[config.mk]
export PLATFORM = sky130hd
export DESIGN_NAME = icc_input_capture
export DESIGN_NICKNAME = d
export VERILOG_FILES = /design/src/rtl/icc_pkg.sv /design/src/rtl/icc_input_capture.sv
export SDC_FILE = /design/constraint.sdc
export NUM_CORES = 1
export LEC_CHECK = 0
export ABC_AREA = 1
export BUFFER_PORTS_ARGS = -buffer_cell sky130_fd_sc_hd__buf_2
export CAP_MARGIN = 40
export CORE_MARGIN = 2
export CORE_UTILIZATION = 45
export CTS_CLUSTER_SIZE = 25
export DETAILED_ROUTE_END_ITERATION = 8
export PLACE_DENSITY_LB_ADDON = 0.2
export SYNTH_ARGS = -nofsm -noshare
export SYNTH_HDL_FRONTEND = slang
export SYNTH_SLANG_ARGS = --single-unit
[constraint.sdc]
create_clock -name sys_clk -period 4 [get_ports sys_clk]
set_input_delay 0.2 -clock sys_clk [delete_from_list [all_inputs] [get_ports sys_clk]]
set_output_delay 0.2 -clock sys_clk [all_outputs]
set_load 0.1 [all_outputs]
[src/rtl/icc_pkg.sv]
// Package of constants and types for the input capture channel
package icc_pkg;

  // ---------------------------------------------------------------
  // Register offsets (byte addresses)
  // ---------------------------------------------------------------
  localparam logic [7:0] ICC_OFS_CTRL   = 8'h00;
  localparam logic [7:0] ICC_OFS_STAT   = 8'h04;
  localparam logic [7:0] ICC_OFS_FIFO   = 8'h08;
  localparam logic [7:0] ICC_OFS_IRQST  = 8'h0C;
  localparam logic [7:0] ICC_OFS_IRQMSK = 8'h10;

  // ---------------------------------------------------------------
  // Field layout and sizes
  // ---------------------------------------------------------------
  localparam int ICC_NTIMERS  = 6;
  localparam int ICC_TW       = 16;
  localparam int ICC_DEPTH    = 4;
  localparam int ICC_PW       = 2;
  localparam int ICC_CW       = 3;
  localparam int ICC_NIRQ     = 2;
  localparam int ICC_IRQ_CAP  = 0;
  localparam int ICC_IRQ_OVF  = 1;
  localparam int ICC_ST_NE    = 0;
  localparam int ICC_ST_OVF   = 1;
  localparam int ICC_ST_CNT   = 4;
  localparam logic [3:0] ICC_PRE4  = 4'h3;
  localparam logic [3:0] ICC_PRE16 = 4'hF;
  localparam logic [ICC_CW-1:0] ICC_CNT_FULL = 3'h4;
  localparam logic [ICC_CW-1:0] ICC_CNT_ONE  = 3'h1;
  localparam logic [ICC_PW-1:0] ICC_PTR_ONE  = 2'h1;
  localparam logic [1:0] ICC_HTRANS_NONSEQ = 2'h2;

  // Capture modes
  typedef enum logic [1:0] {
    ICC_MODE_OFF   = 2'h0,
    ICC_MODE_EVERY = 2'h1,
    ICC_MODE_PRE4  = 2'h2,
    ICC_MODE_PRE16 = 2'h3
  } icc_mode_e;

  // Control register: bits 0 on, 2:1 mode, 3 first rising, 4 wide,
  // 7:5 timer select, 9:8 fill level minus one, 10 wake enable
  typedef struct packed {
    logic       wake_en;
    logic [1:0] fill_lvl;
    logic [2:0] tmr_sel;
    logic       wide;
    logic       first_rise;
    icc_mode_e  mode;
    logic       on;
  } icc_ctrl_s;
  localparam int ICC_CTRL_W = 11;

  // AHB-Lite slave request
  typedef struct packed {
    logic        hsel;
    logic [7:0]  haddr;
    logic [1:0]  htrans;
    logic        hwrite;
    logic [2:0]  hsize;
    logic        hready;
    logic [31:0] hwdata;
  } icc_ahb_req_s;

  // AHB-Lite slave response
  typedef struct packed {
    logic [31:0] hrdata;
    logic        hreadyout;
    logic        hresp;
  } icc_ahb_rsp_s;

endpackage

[src/rtl/icc_input_capture.sv]
// Input capture channel with four-word FIFO and AHB-Lite registers
//
// Operation
// - Qualifying pin event latches the selected time base, 16 or 32 bits.
// - Every-edge mode captures both edges, starting on the configured polarity.
// - Prescaled modes capture every fourth or sixteenth rising edge.
// - Software selects the time base from six 16-bit timers.
// - Wide mode cascades two timers into one 32-bit base.
// - Capture event can wake the device from Sleep or Idle.
// - Capture events can raise an interrupt request.
// - Captures queue oldest first in a four-word FIFO.
// - Capture interrupt after one, two, three or four entries filled.
// - Pin and interrupt work as an extra external interrupt source.
//
// Local design decisions: the placing of the registers and register access over AHB-Lite.
`timescale 1ns/100ps
module icc_input_capture
  import icc_pkg::*;
(
  // Clock, reset and enable
  input  wire logic                                sys_clk,
  input  wire logic                                rst,
  input  wire logic                                clk_en,
  // Capture pin and timer bases
  input  wire logic                                capture_input_pin,
  input  wire logic [icc_pkg::ICC_NTIMERS*icc_pkg::ICC_TW-1:0] timer_counts,
  // Low-power state of the device
  input  wire logic                                low_power,
  // Register bus
  input  wire icc_pkg::icc_ahb_req_s               ahb_req,
  output icc_pkg::icc_ahb_rsp_s                    ahb_rsp,
  // Interrupt and wake request
  output logic                                     irq,
  output logic                                     wake_req
);
  import icc_pkg::*;

  // Every-edge qualifier: wait for the start polarity, then take all edges
  typedef enum logic [1:0] {
    ICC_ARM_WAIT = 2'b01,
    ICC_ARM_ALL  = 2'b10
  } icc_arm_e;

  // ---------------------------------------------------------------
  // Pin synchroniser and edge detection
  // ---------------------------------------------------------------
  logic                        pin_s1_r;
  logic                        pin_s2_r;
  logic                        pin_d_r;
  logic                        rise;
  logic                        fall;
  icc_ctrl_s                   ctrl_r;
  logic [3:0]                  pre_r;
  icc_arm_e                    arm_r;
  logic                        event_hit;
  logic [31:0]                 tb_val;
  logic [ICC_TW-1:0]           tmr_w [ICC_NTIMERS];
  logic [31:0]                 fifo_r [ICC_DEPTH];
  logic [ICC_PW-1:0]           wptr_r;
  logic [ICC_PW-1:0]           rptr_r;
  logic [ICC_CW-1:0]           cnt_r;
  logic                        ovf_r;
  logic [ICC_NIRQ-1:0]         irq_st_r;
  logic [ICC_NIRQ-1:0]         irq_msk_r;
  logic                        fill_hit;
  logic                        drop;
  logic [ICC_NIRQ-1:0]         irq_set;
  logic [ICC_NIRQ-1:0]         irq_st_nxt;
  logic                        push;
  logic                        pop;
  logic                        ph_valid_r;
  logic                        ph_write_r;
  logic [7:0]                  ph_addr_r;
  logic                        acc;
  logic                        rd_fifo;
  logic                        rd_irqst;
  logic                        wr_stat;
  logic [31:0]                 rdata_nxt;
  logic [31:0]                 rdata_r;

  // Two flops before any logic, third for edge history
  always_ff @(posedge sys_clk) begin
    if (rst) begin
      pin_s1_r <= 1'b0;
      pin_s2_r <= 1'b0;
      pin_d_r  <= 1'b0;
    end else if (clk_en) begin
      pin_s1_r <= capture_input_pin;
      pin_s2_r <= pin_s1_r;
      pin_d_r  <= pin_s2_r;
    end
  end

  assign rise = pin_s2_r & ~pin_d_r;
  assign fall = ~pin_s2_r & pin_d_r;

  // ---------------------------------------------------------------
  // Event qualification
  // ---------------------------------------------------------------
  // First edge must match the start polarity; afterwards every edge
  always_ff @(posedge sys_clk) begin
    if (rst) begin
      arm_r <= ICC_ARM_WAIT;
    end else if (clk_en) begin
      if (!ctrl_r.on || ctrl_r.mode != ICC_MODE_EVERY) begin
        arm_r <= ICC_ARM_WAIT; // Re-armed whenever the mode is left
      end else begin
        unique case (arm_r)
          ICC_ARM_WAIT: begin
            if (ctrl_r.first_rise ? rise : fall) begin
              arm_r <= ICC_ARM_ALL;
            end
          end
          ICC_ARM_ALL:  arm_r <= ICC_ARM_ALL;
          default:      arm_r <= ICC_ARM_WAIT;
        endcase
      end
    end
  end

  // Rising edge prescaler, cleared while off or outside the two prescaled modes
  always_ff @(posedge sys_clk) begin
    if (rst) begin
      pre_r <= 4'h0;
    end else if (clk_en) begin
      if (!ctrl_r.on || ctrl_r.mode == ICC_MODE_EVERY || ctrl_r.mode == ICC_MODE_OFF) begin
        pre_r <= 4'h0;
      end else if (rise) begin
        if ((ctrl_r.mode == ICC_MODE_PRE4 && pre_r == ICC_PRE4) ||
            (ctrl_r.mode == ICC_MODE_PRE16 && pre_r == ICC_PRE16)) begin
          pre_r <= 4'h0;
        end else begin
          pre_r <= pre_r + 4'h1;
        end
      end
    end
  end

  // Qualifying event per mode
  always_comb begin
    event_hit = 1'b0;
    if (ctrl_r.on) begin
      unique case (ctrl_r.mode)
        ICC_MODE_OFF:   event_hit = 1'b0;
        ICC_MODE_EVERY: event_hit = (arm_r == ICC_ARM_ALL) ? (rise | fall)
                                            : (ctrl_r.first_rise ? rise : fall);
        ICC_MODE_PRE4:  event_hit = rise && pre_r == ICC_PRE4;
        ICC_MODE_PRE16: event_hit = rise && pre_r == ICC_PRE16;
      endcase
    end
  end

  // ---------------------------------------------------------------
  // Time base selection
  // ---------------------------------------------------------------
  // One word per timer, split from the timer bus
  for (genvar t = 0; t < ICC_NTIMERS; t++) begin : g_tmr
    assign tmr_w[t] = timer_counts[t*ICC_TW +: ICC_TW];
  end

  // Narrow: one timer; wide: selected timer low half, next timer high, timer 0 after the last.
  // Selects beyond the last timer name no timer and capture zero
  always_comb begin
    logic [2:0] hi_sel;
    hi_sel = 3'h0;
    tb_val = 32'h0000_0000;
    if (ctrl_r.tmr_sel < 3'(ICC_NTIMERS)) begin
      tb_val[ICC_TW-1:0] = tmr_w[ctrl_r.tmr_sel];
      hi_sel = (ctrl_r.tmr_sel == 3'(ICC_NTIMERS-1)) ? 3'h0 : ctrl_r.tmr_sel + 3'h1;
      if (ctrl_r.wide) begin
        tb_val[31:ICC_TW] = tmr_w[hi_sel];
      end
    end
  end

  // ---------------------------------------------------------------
  // Capture FIFO
  // ---------------------------------------------------------------
  // A full FIFO refuses the push; the event then only flags overflow
  assign push = event_hit && cnt_r != ICC_CNT_FULL;
  assign pop  = rd_fifo && cnt_r != 3'h0;
  assign drop = event_hit && cnt_r == ICC_CNT_FULL;

  // One word per entry, written when the write index selects it
  for (genvar e = 0; e < ICC_DEPTH; e++) begin : g_entry
    always_ff @(posedge sys_clk) begin
      if (rst) begin
        fifo_r[e] <= 32'h0000_0000;
      end else if (clk_en && push && wptr_r == ICC_PW'(e)) begin
        fifo_r[e] <= tb_val;
      end
    end
  end

  // Write index advances on each accepted capture; switching off flushes
  always_ff @(posedge sys_clk) begin
    if (rst || (clk_en && !ctrl_r.on)) begin
      wptr_r <= '0;
    end else if (clk_en && push) begin
      wptr_r <= wptr_r + ICC_PTR_ONE;
    end
  end

  // Read index advances on each pop; switching off flushes
  always_ff @(posedge sys_clk) begin
    if (rst || (clk_en && !ctrl_r.on)) begin
      rptr_r <= '0;
    end else if (clk_en && pop) begin
      rptr_r <= rptr_r + ICC_PTR_ONE;
    end
  end

  // Fill count; a push and a pop together leave it unchanged
  always_ff @(posedge sys_clk) begin
    if (rst || (clk_en && !ctrl_r.on)) begin
      cnt_r <= '0;
    end else if (clk_en) begin
      if (push && !pop) begin
        cnt_r <= cnt_r + ICC_CNT_ONE;
      end else if (pop && !push) begin
        cnt_r <= cnt_r - ICC_CNT_ONE;
      end
    end
  end

  // Sticky overflow; a new drop wins over a clear
  always_ff @(posedge sys_clk) begin
    if (rst) begin
      ovf_r <= 1'b0;
    end else if (clk_en) begin
      if (drop) begin
        ovf_r <= 1'b1;
      end else if (rd_fifo || (wr_stat && ahb_req.hwdata[ICC_ST_OVF])) begin
        ovf_r <= 1'b0;
      end
    end
  end

  // ---------------------------------------------------------------
  // Interrupts and wake
  // ---------------------------------------------------------------
  // Fill level reached on the push that makes count one above the field
  assign fill_hit             = push && (cnt_r == {1'b0, ctrl_r.fill_lvl});
  assign irq_set[ICC_IRQ_CAP] = fill_hit;
  assign irq_set[ICC_IRQ_OVF] = drop;

  // Per status bit: a read clears, but a set in the same cycle wins
  for (genvar b = 0; b < ICC_NIRQ; b++) begin : g_irq
    assign irq_st_nxt[b] = irq_set[b] | (irq_st_r[b] & ~rd_irqst);
  end

  // Sticky status register
  always_ff @(posedge sys_clk) begin
    if (rst) begin
      irq_st_r <= '0;
    end else if (clk_en) begin
      irq_st_r <= irq_st_nxt;
    end
  end

  assign irq = |(irq_st_r & irq_msk_r);

  // Wake pulse on any qualifying event while in low power;
  // registered so the power controller sees a clean single-cycle pulse
  always_ff @(posedge sys_clk) begin
    if (rst) begin
      wake_req <= 1'b0;
    end else if (clk_en) begin
      wake_req <= event_hit && low_power && ctrl_r.wake_en;
    end
  end

  // ---------------------------------------------------------------
  // AHB-Lite slave
  // ---------------------------------------------------------------
  // Address phase captured when the bus is ready
  always_ff @(posedge sys_clk) begin
    if (rst) begin
      ph_valid_r <= 1'b0;
      ph_write_r <= 1'b0;
      ph_addr_r  <= 8'h00;
    end else if (clk_en && ahb_req.hready) begin
      ph_valid_r <= ahb_req.hsel && ahb_req.htrans == ICC_HTRANS_NONSEQ;
      ph_write_r <= ahb_req.hwrite;
      ph_addr_r  <= ahb_req.haddr;
    end
  end

  // Reads act in the address phase, writes in the data phase
  assign acc      = clk_en && ahb_req.hready && ahb_req.hsel &&
                    ahb_req.htrans == ICC_HTRANS_NONSEQ;
  assign rd_fifo  = acc && !ahb_req.hwrite && ahb_req.haddr == ICC_OFS_FIFO;
  assign rd_irqst = acc && !ahb_req.hwrite && ahb_req.haddr == ICC_OFS_IRQST;
  assign wr_stat  = clk_en && ph_valid_r && ph_write_r && ph_addr_r == ICC_OFS_STAT;

  // Writable registers take data in the data phase
  always_ff @(posedge sys_clk) begin
    if (rst) begin
      ctrl_r    <= '0;
      irq_msk_r <= '0;
    end else if (clk_en && ph_valid_r && ph_write_r) begin
      if (ph_addr_r == ICC_OFS_CTRL) begin
        ctrl_r <= icc_ctrl_s'(ahb_req.hwdata[ICC_CTRL_W-1:0]);
      end
      if (ph_addr_r == ICC_OFS_IRQMSK) begin
        irq_msk_r <= ahb_req.hwdata[ICC_NIRQ-1:0];
      end
    end
  end

  // Read data sampled in the address phase, unmapped reads zero
  always_comb begin
    rdata_nxt = 32'h0000_0000;
    unique case (ahb_req.haddr)
      ICC_OFS_CTRL:   rdata_nxt[ICC_CTRL_W-1:0] = ctrl_r;
      ICC_OFS_STAT: begin
        rdata_nxt[ICC_ST_NE]  = cnt_r != 3'h0;
        rdata_nxt[ICC_ST_OVF] = ovf_r;
        rdata_nxt[ICC_ST_CNT +: ICC_CW] = cnt_r;
      end
      ICC_OFS_FIFO:   rdata_nxt = (cnt_r != 3'h0) ? fifo_r[rptr_r] : 32'h0000_0000;
      ICC_OFS_IRQST:  rdata_nxt[ICC_NIRQ-1:0] = irq_st_r;
      ICC_OFS_IRQMSK: rdata_nxt[ICC_NIRQ-1:0] = irq_msk_r;
      default:        rdata_nxt = 32'h0000_0000;
    endcase
  end

  // Read word registered so hrdata stands until the next read
  always_ff @(posedge sys_clk) begin
    if (rst) begin
      rdata_r <= 32'h0000_0000;
    end else if (acc && !ahb_req.hwrite) begin
      rdata_r <= rdata_nxt;
    end
  end

  // Zero wait states, always OKAY
  assign ahb_rsp.hrdata    = rdata_r;
  assign ahb_rsp.hreadyout = 1'b1;
  assign ahb_rsp.hresp     = 1'b0;

endmodule

==> impl_metrics.tcl <==
set metrics [dict create \
    yosys-top-cells-count "sky130_fd_sc_hd__nor2_1 (295), sky130_fd_sc_hd__nand2_1 (164), sky130_fd_sc_hd__o21ai_0 (141), sky130_fd_sc_hd__edfxtp_1 (128), sky130_fd_sc_hd__a21oi_1 (97)" \
    ff2ff_path_depth 7 \
    cts_buffers 22 \
    die_area_sq_um 24990 \
    worstPathRequired_ps 4220 \
    cts_tree "yes" \
    power.density_nw_per_um2 365.0 \
    htree_levels 1 \
    wire_length_of_the_first_global_routing_pass_mm 46.42 \
    synth_nets 1431 \
    die_width_um 158.1 \
    detailed_routing_iterations_pass_1 5 \
    final_min_period_over_clock_period 0.7378 \
    clock.fmax_mhz 338.8 \
    cts.hold.buffers_added 11 \
    buffer_ports.inserted 158 \
    cp_data_arrival_time_ps 3170 \
    reg_to_reg_startpoint "ctrl_r[5]" \
    critPathLaunchType "register" \
    initialDrtViolationCount 648 \
    cp_cell_sequence "buf_4 -> nor2_1 -> buf_4 -> a22oi_1 -> nand2_1 -> a21oi_1 -> nor2_1" \
    grt_antenna_before_repair 0 \
    static-leakage-power_uw 0.004956 \
    stage_delay_of_the_slowest_cell_on_the_critical_path_ps 740 \
    end_of_the_worst_register_to_register_path "fifo_r[0][14]" \
    synthDominantCellAreaShare 0.3598 \
    route.vias.total 9215 \
    worst-path-max-fanout 55 \
    finalHoldViolCount 0 \
    final_util 0.5277 \
    synth_sequential_area_ratio 0.5040 \
    synth_async_sr_flop_share 0 \
    numClockSinks 205 \
    place_congestion 0.8575 \
    vias_per_cell 5.308 \
    insertedDiodeCount 0 \
    synth.lib_cells_used.distinct 45 \
    synth.ff_latch_count 205 \
    clk_latency_ps 500 \
    setup.worst_path.end_class "register" \
    start_util 0.4565 \
    ant_nets 0 \
    yosys_most_used_dff "sky130_fd_sc_hd__edfxtp_1" \
    clk_pin_slew_worst_paths_ps 60 \
    setup_viol 0 \
    syn_area_per_cell_sq_um 8.406 \
    critical_path.endpoint "fifo_r[0][14]" \
    cts.path.max_buffers 3 \
    grt_usage 0.2382 \
    yosysWarningCount 0 \
    placeableCoreArea_sq_um 23400 \
    grt_start_max_net_pins 65 \
    drc 0 \
    timing.clock.skew_ps 7.752 \
    drt-wirelength-per-cell_um 17.06 \
    num_rows 56 \
    root_buffer_cell "sky130_fd_sc_hd__clkbuf_16" \
    regToRegSetupSlack_ps 1050 \
    critical_path.startpoint "ctrl_r[5]" \
    setup-tns-final_ps 0 \
    worst_ir_drop_vdd_mv 0.2536 \
    final_layout_size_suffix_gt1_frac 0.1955 \
    post-dp-hpwl_mm 19.85 \
    io-pin-count 185 \
    worstSetupPathType "reg -> reg" \
    wirelength_routed_mm 29.61 \
    number_of_global_route_vias_before_repair 8565 \
    area_delta_synth_final_pct 15.60 \
    rsz0062_at_grt "no" \
    maxSlewHeadroom 0.4950 \
    timing.final.max_slew_violations 0 \
    netlist_instances 1271 \
    synthDominantAreaCellType "sky130_fd_sc_hd__edfxtp_1" \
    synth_edf_count 128 \
    die_y_um 158.1 \
    finalNetCount 1561 \
    maxCapViolations 0 \
    post-synth-top-count-cell "sky130_fd_sc_hd__nor2_1" \
    critical_path.slowest_cell "sky130_fd_sc_hd__dfxtp_2" \
    timing_worst_slew_pin_value_ps 755.7 \
    grt.overflow.total 0 \
    largest_cells_by_area_after_synthesis "sky130_fd_sc_hd__edfxtp_1 (36%), sky130_fd_sc_hd__dfxtp_1 (14%), sky130_fd_sc_hd__nor2_1 (10%), sky130_fd_sc_hd__o21ai_0 (6.6%), sky130_fd_sc_hd__nand2_1 (5.8%)" \
    post-cts-setup-buffer-count 0 \
    result_of_the_run "finished, final reports clean" \
    hold_crit_path_type "in -> reg" \
    mappedNetlistArea_sq_um 10680 \
    final_critical_delay_including_setup_and_external_delays_ps 2951 \
    post_cts_resized 0 \
]
==> cell type report <==
class                           instances  area [sq um]
Sequential cell                       205          5388
Multi-Input combinational cell        906          4513
Timing Repair Buffer                  186          1065
Fill cell                            2252         11050
Clock inverter                         13         88.84
Clock buffer                           27         590.6
Tap cell                              319         399.1
Inverter                               80         306.5
==> kinds of logic after synthesis <==
family / share of synthesized area
compound gates: 0.1860
xor+xnor: 0.001640
fa+ha+maj: 0.01358
buf+inv: 0.07354
flops: 0.5040
other cells: 0.0007029
simple gates: 0.2205
==> sequential cells by signal, summed over array words and instances (netlist names), 2 cells and up, named ones only <==
signal,cells
fifo_r,128
rdata_r,32
ctrl_r,11
ph_addr_r,8
pre_r,4
cnt_r,3
arm_r,2
irq_msk_r,2
irq_st_r,2
rptr_r,2
wptr_r,2
==> worst min-delay path by stage <==
stage                           start         to  slack, ps  cells after the start
finish                     ahb_req[6]  ctrl_r[6]          5                      3
global route               ahb_req[6]  ctrl_r[6]         10                      3
CTS                        ahb_req[6]  ctrl_r[6]        0.9                      3
detailed placement  capture_input_pin   pin_s1_r        430                      3
global placement    capture_input_pin   pin_s1_r        430                      3
floorplan                      clk_en    pin_d_r        290                      1
==> worst max-delay path: cells and delay by family (launching register included) <==
kind                   cells  cell delay (ps)
buffers and inverters      2              810
DFF                        1              740
AOI/OAI and AO/OA          2              690
and+or+nand+nor            3              410
==> cell usage in the layout, fill, tap and decap left out, drive strengths merged, types with 10 or more instances in the layout <==
master | synthesis | final
dfxtp | 77 | 77
dlygate4sd3 | 0 | 11
nand3 | 49 | 49
a21oi | 110 | 110
o211ai | 18 | 18
ha | 10 | 10
a22oi | 25 | 25
inv | 77 | 77
clkinv | 3 | 13
clkbuf | 38 | 27
o21ai | 155 | 155
o22ai | 30 | 30
buf | 42 | 175
nor2 | 303 | 303
edfxtp | 128 | 128
nand2 | 179 | 179
==> where the power goes <==
group	internal, uW	switching [uW]	total [uW]
combinational	102	177	279
sequential	2290	15.8	2310
clock	1110	809	1920
==> metal layers <==
| metal | share of wire | routed length, um | GRT usage | up-vias |
|---|---|---|---|---|
| met3 | 0.069 | 2037 | 0.04024 | 36 |
| met4 | 0.017 | 495 | 0.05491 | 0 |
| met2 | 0.47 | 13940 | 0.3946 | 309 |
| met5 | 0 | 0 | 0 | - |
| li1 | - | - | - | 4584 |
| met1 | 0.44 | 13140 | 0.3279 | 4286 |
==> metrics by stage <==
step	worst slack [ps]	cells	cell area (sq um)	total power (uW)	hold WS, ps
finish	1049	1736	12350	4508	4.616
global route	833.4	1736	12350	4652	14.55
CTS	1092	1736	12350	4527	0.8918
detailed placement	1110	1685	11560	2621	432.2
global placement	1100	1682	11510	2620	427.3
floorplan	1334	1271	10680	2490	290.0
Power figures use the tool's default switching activity.
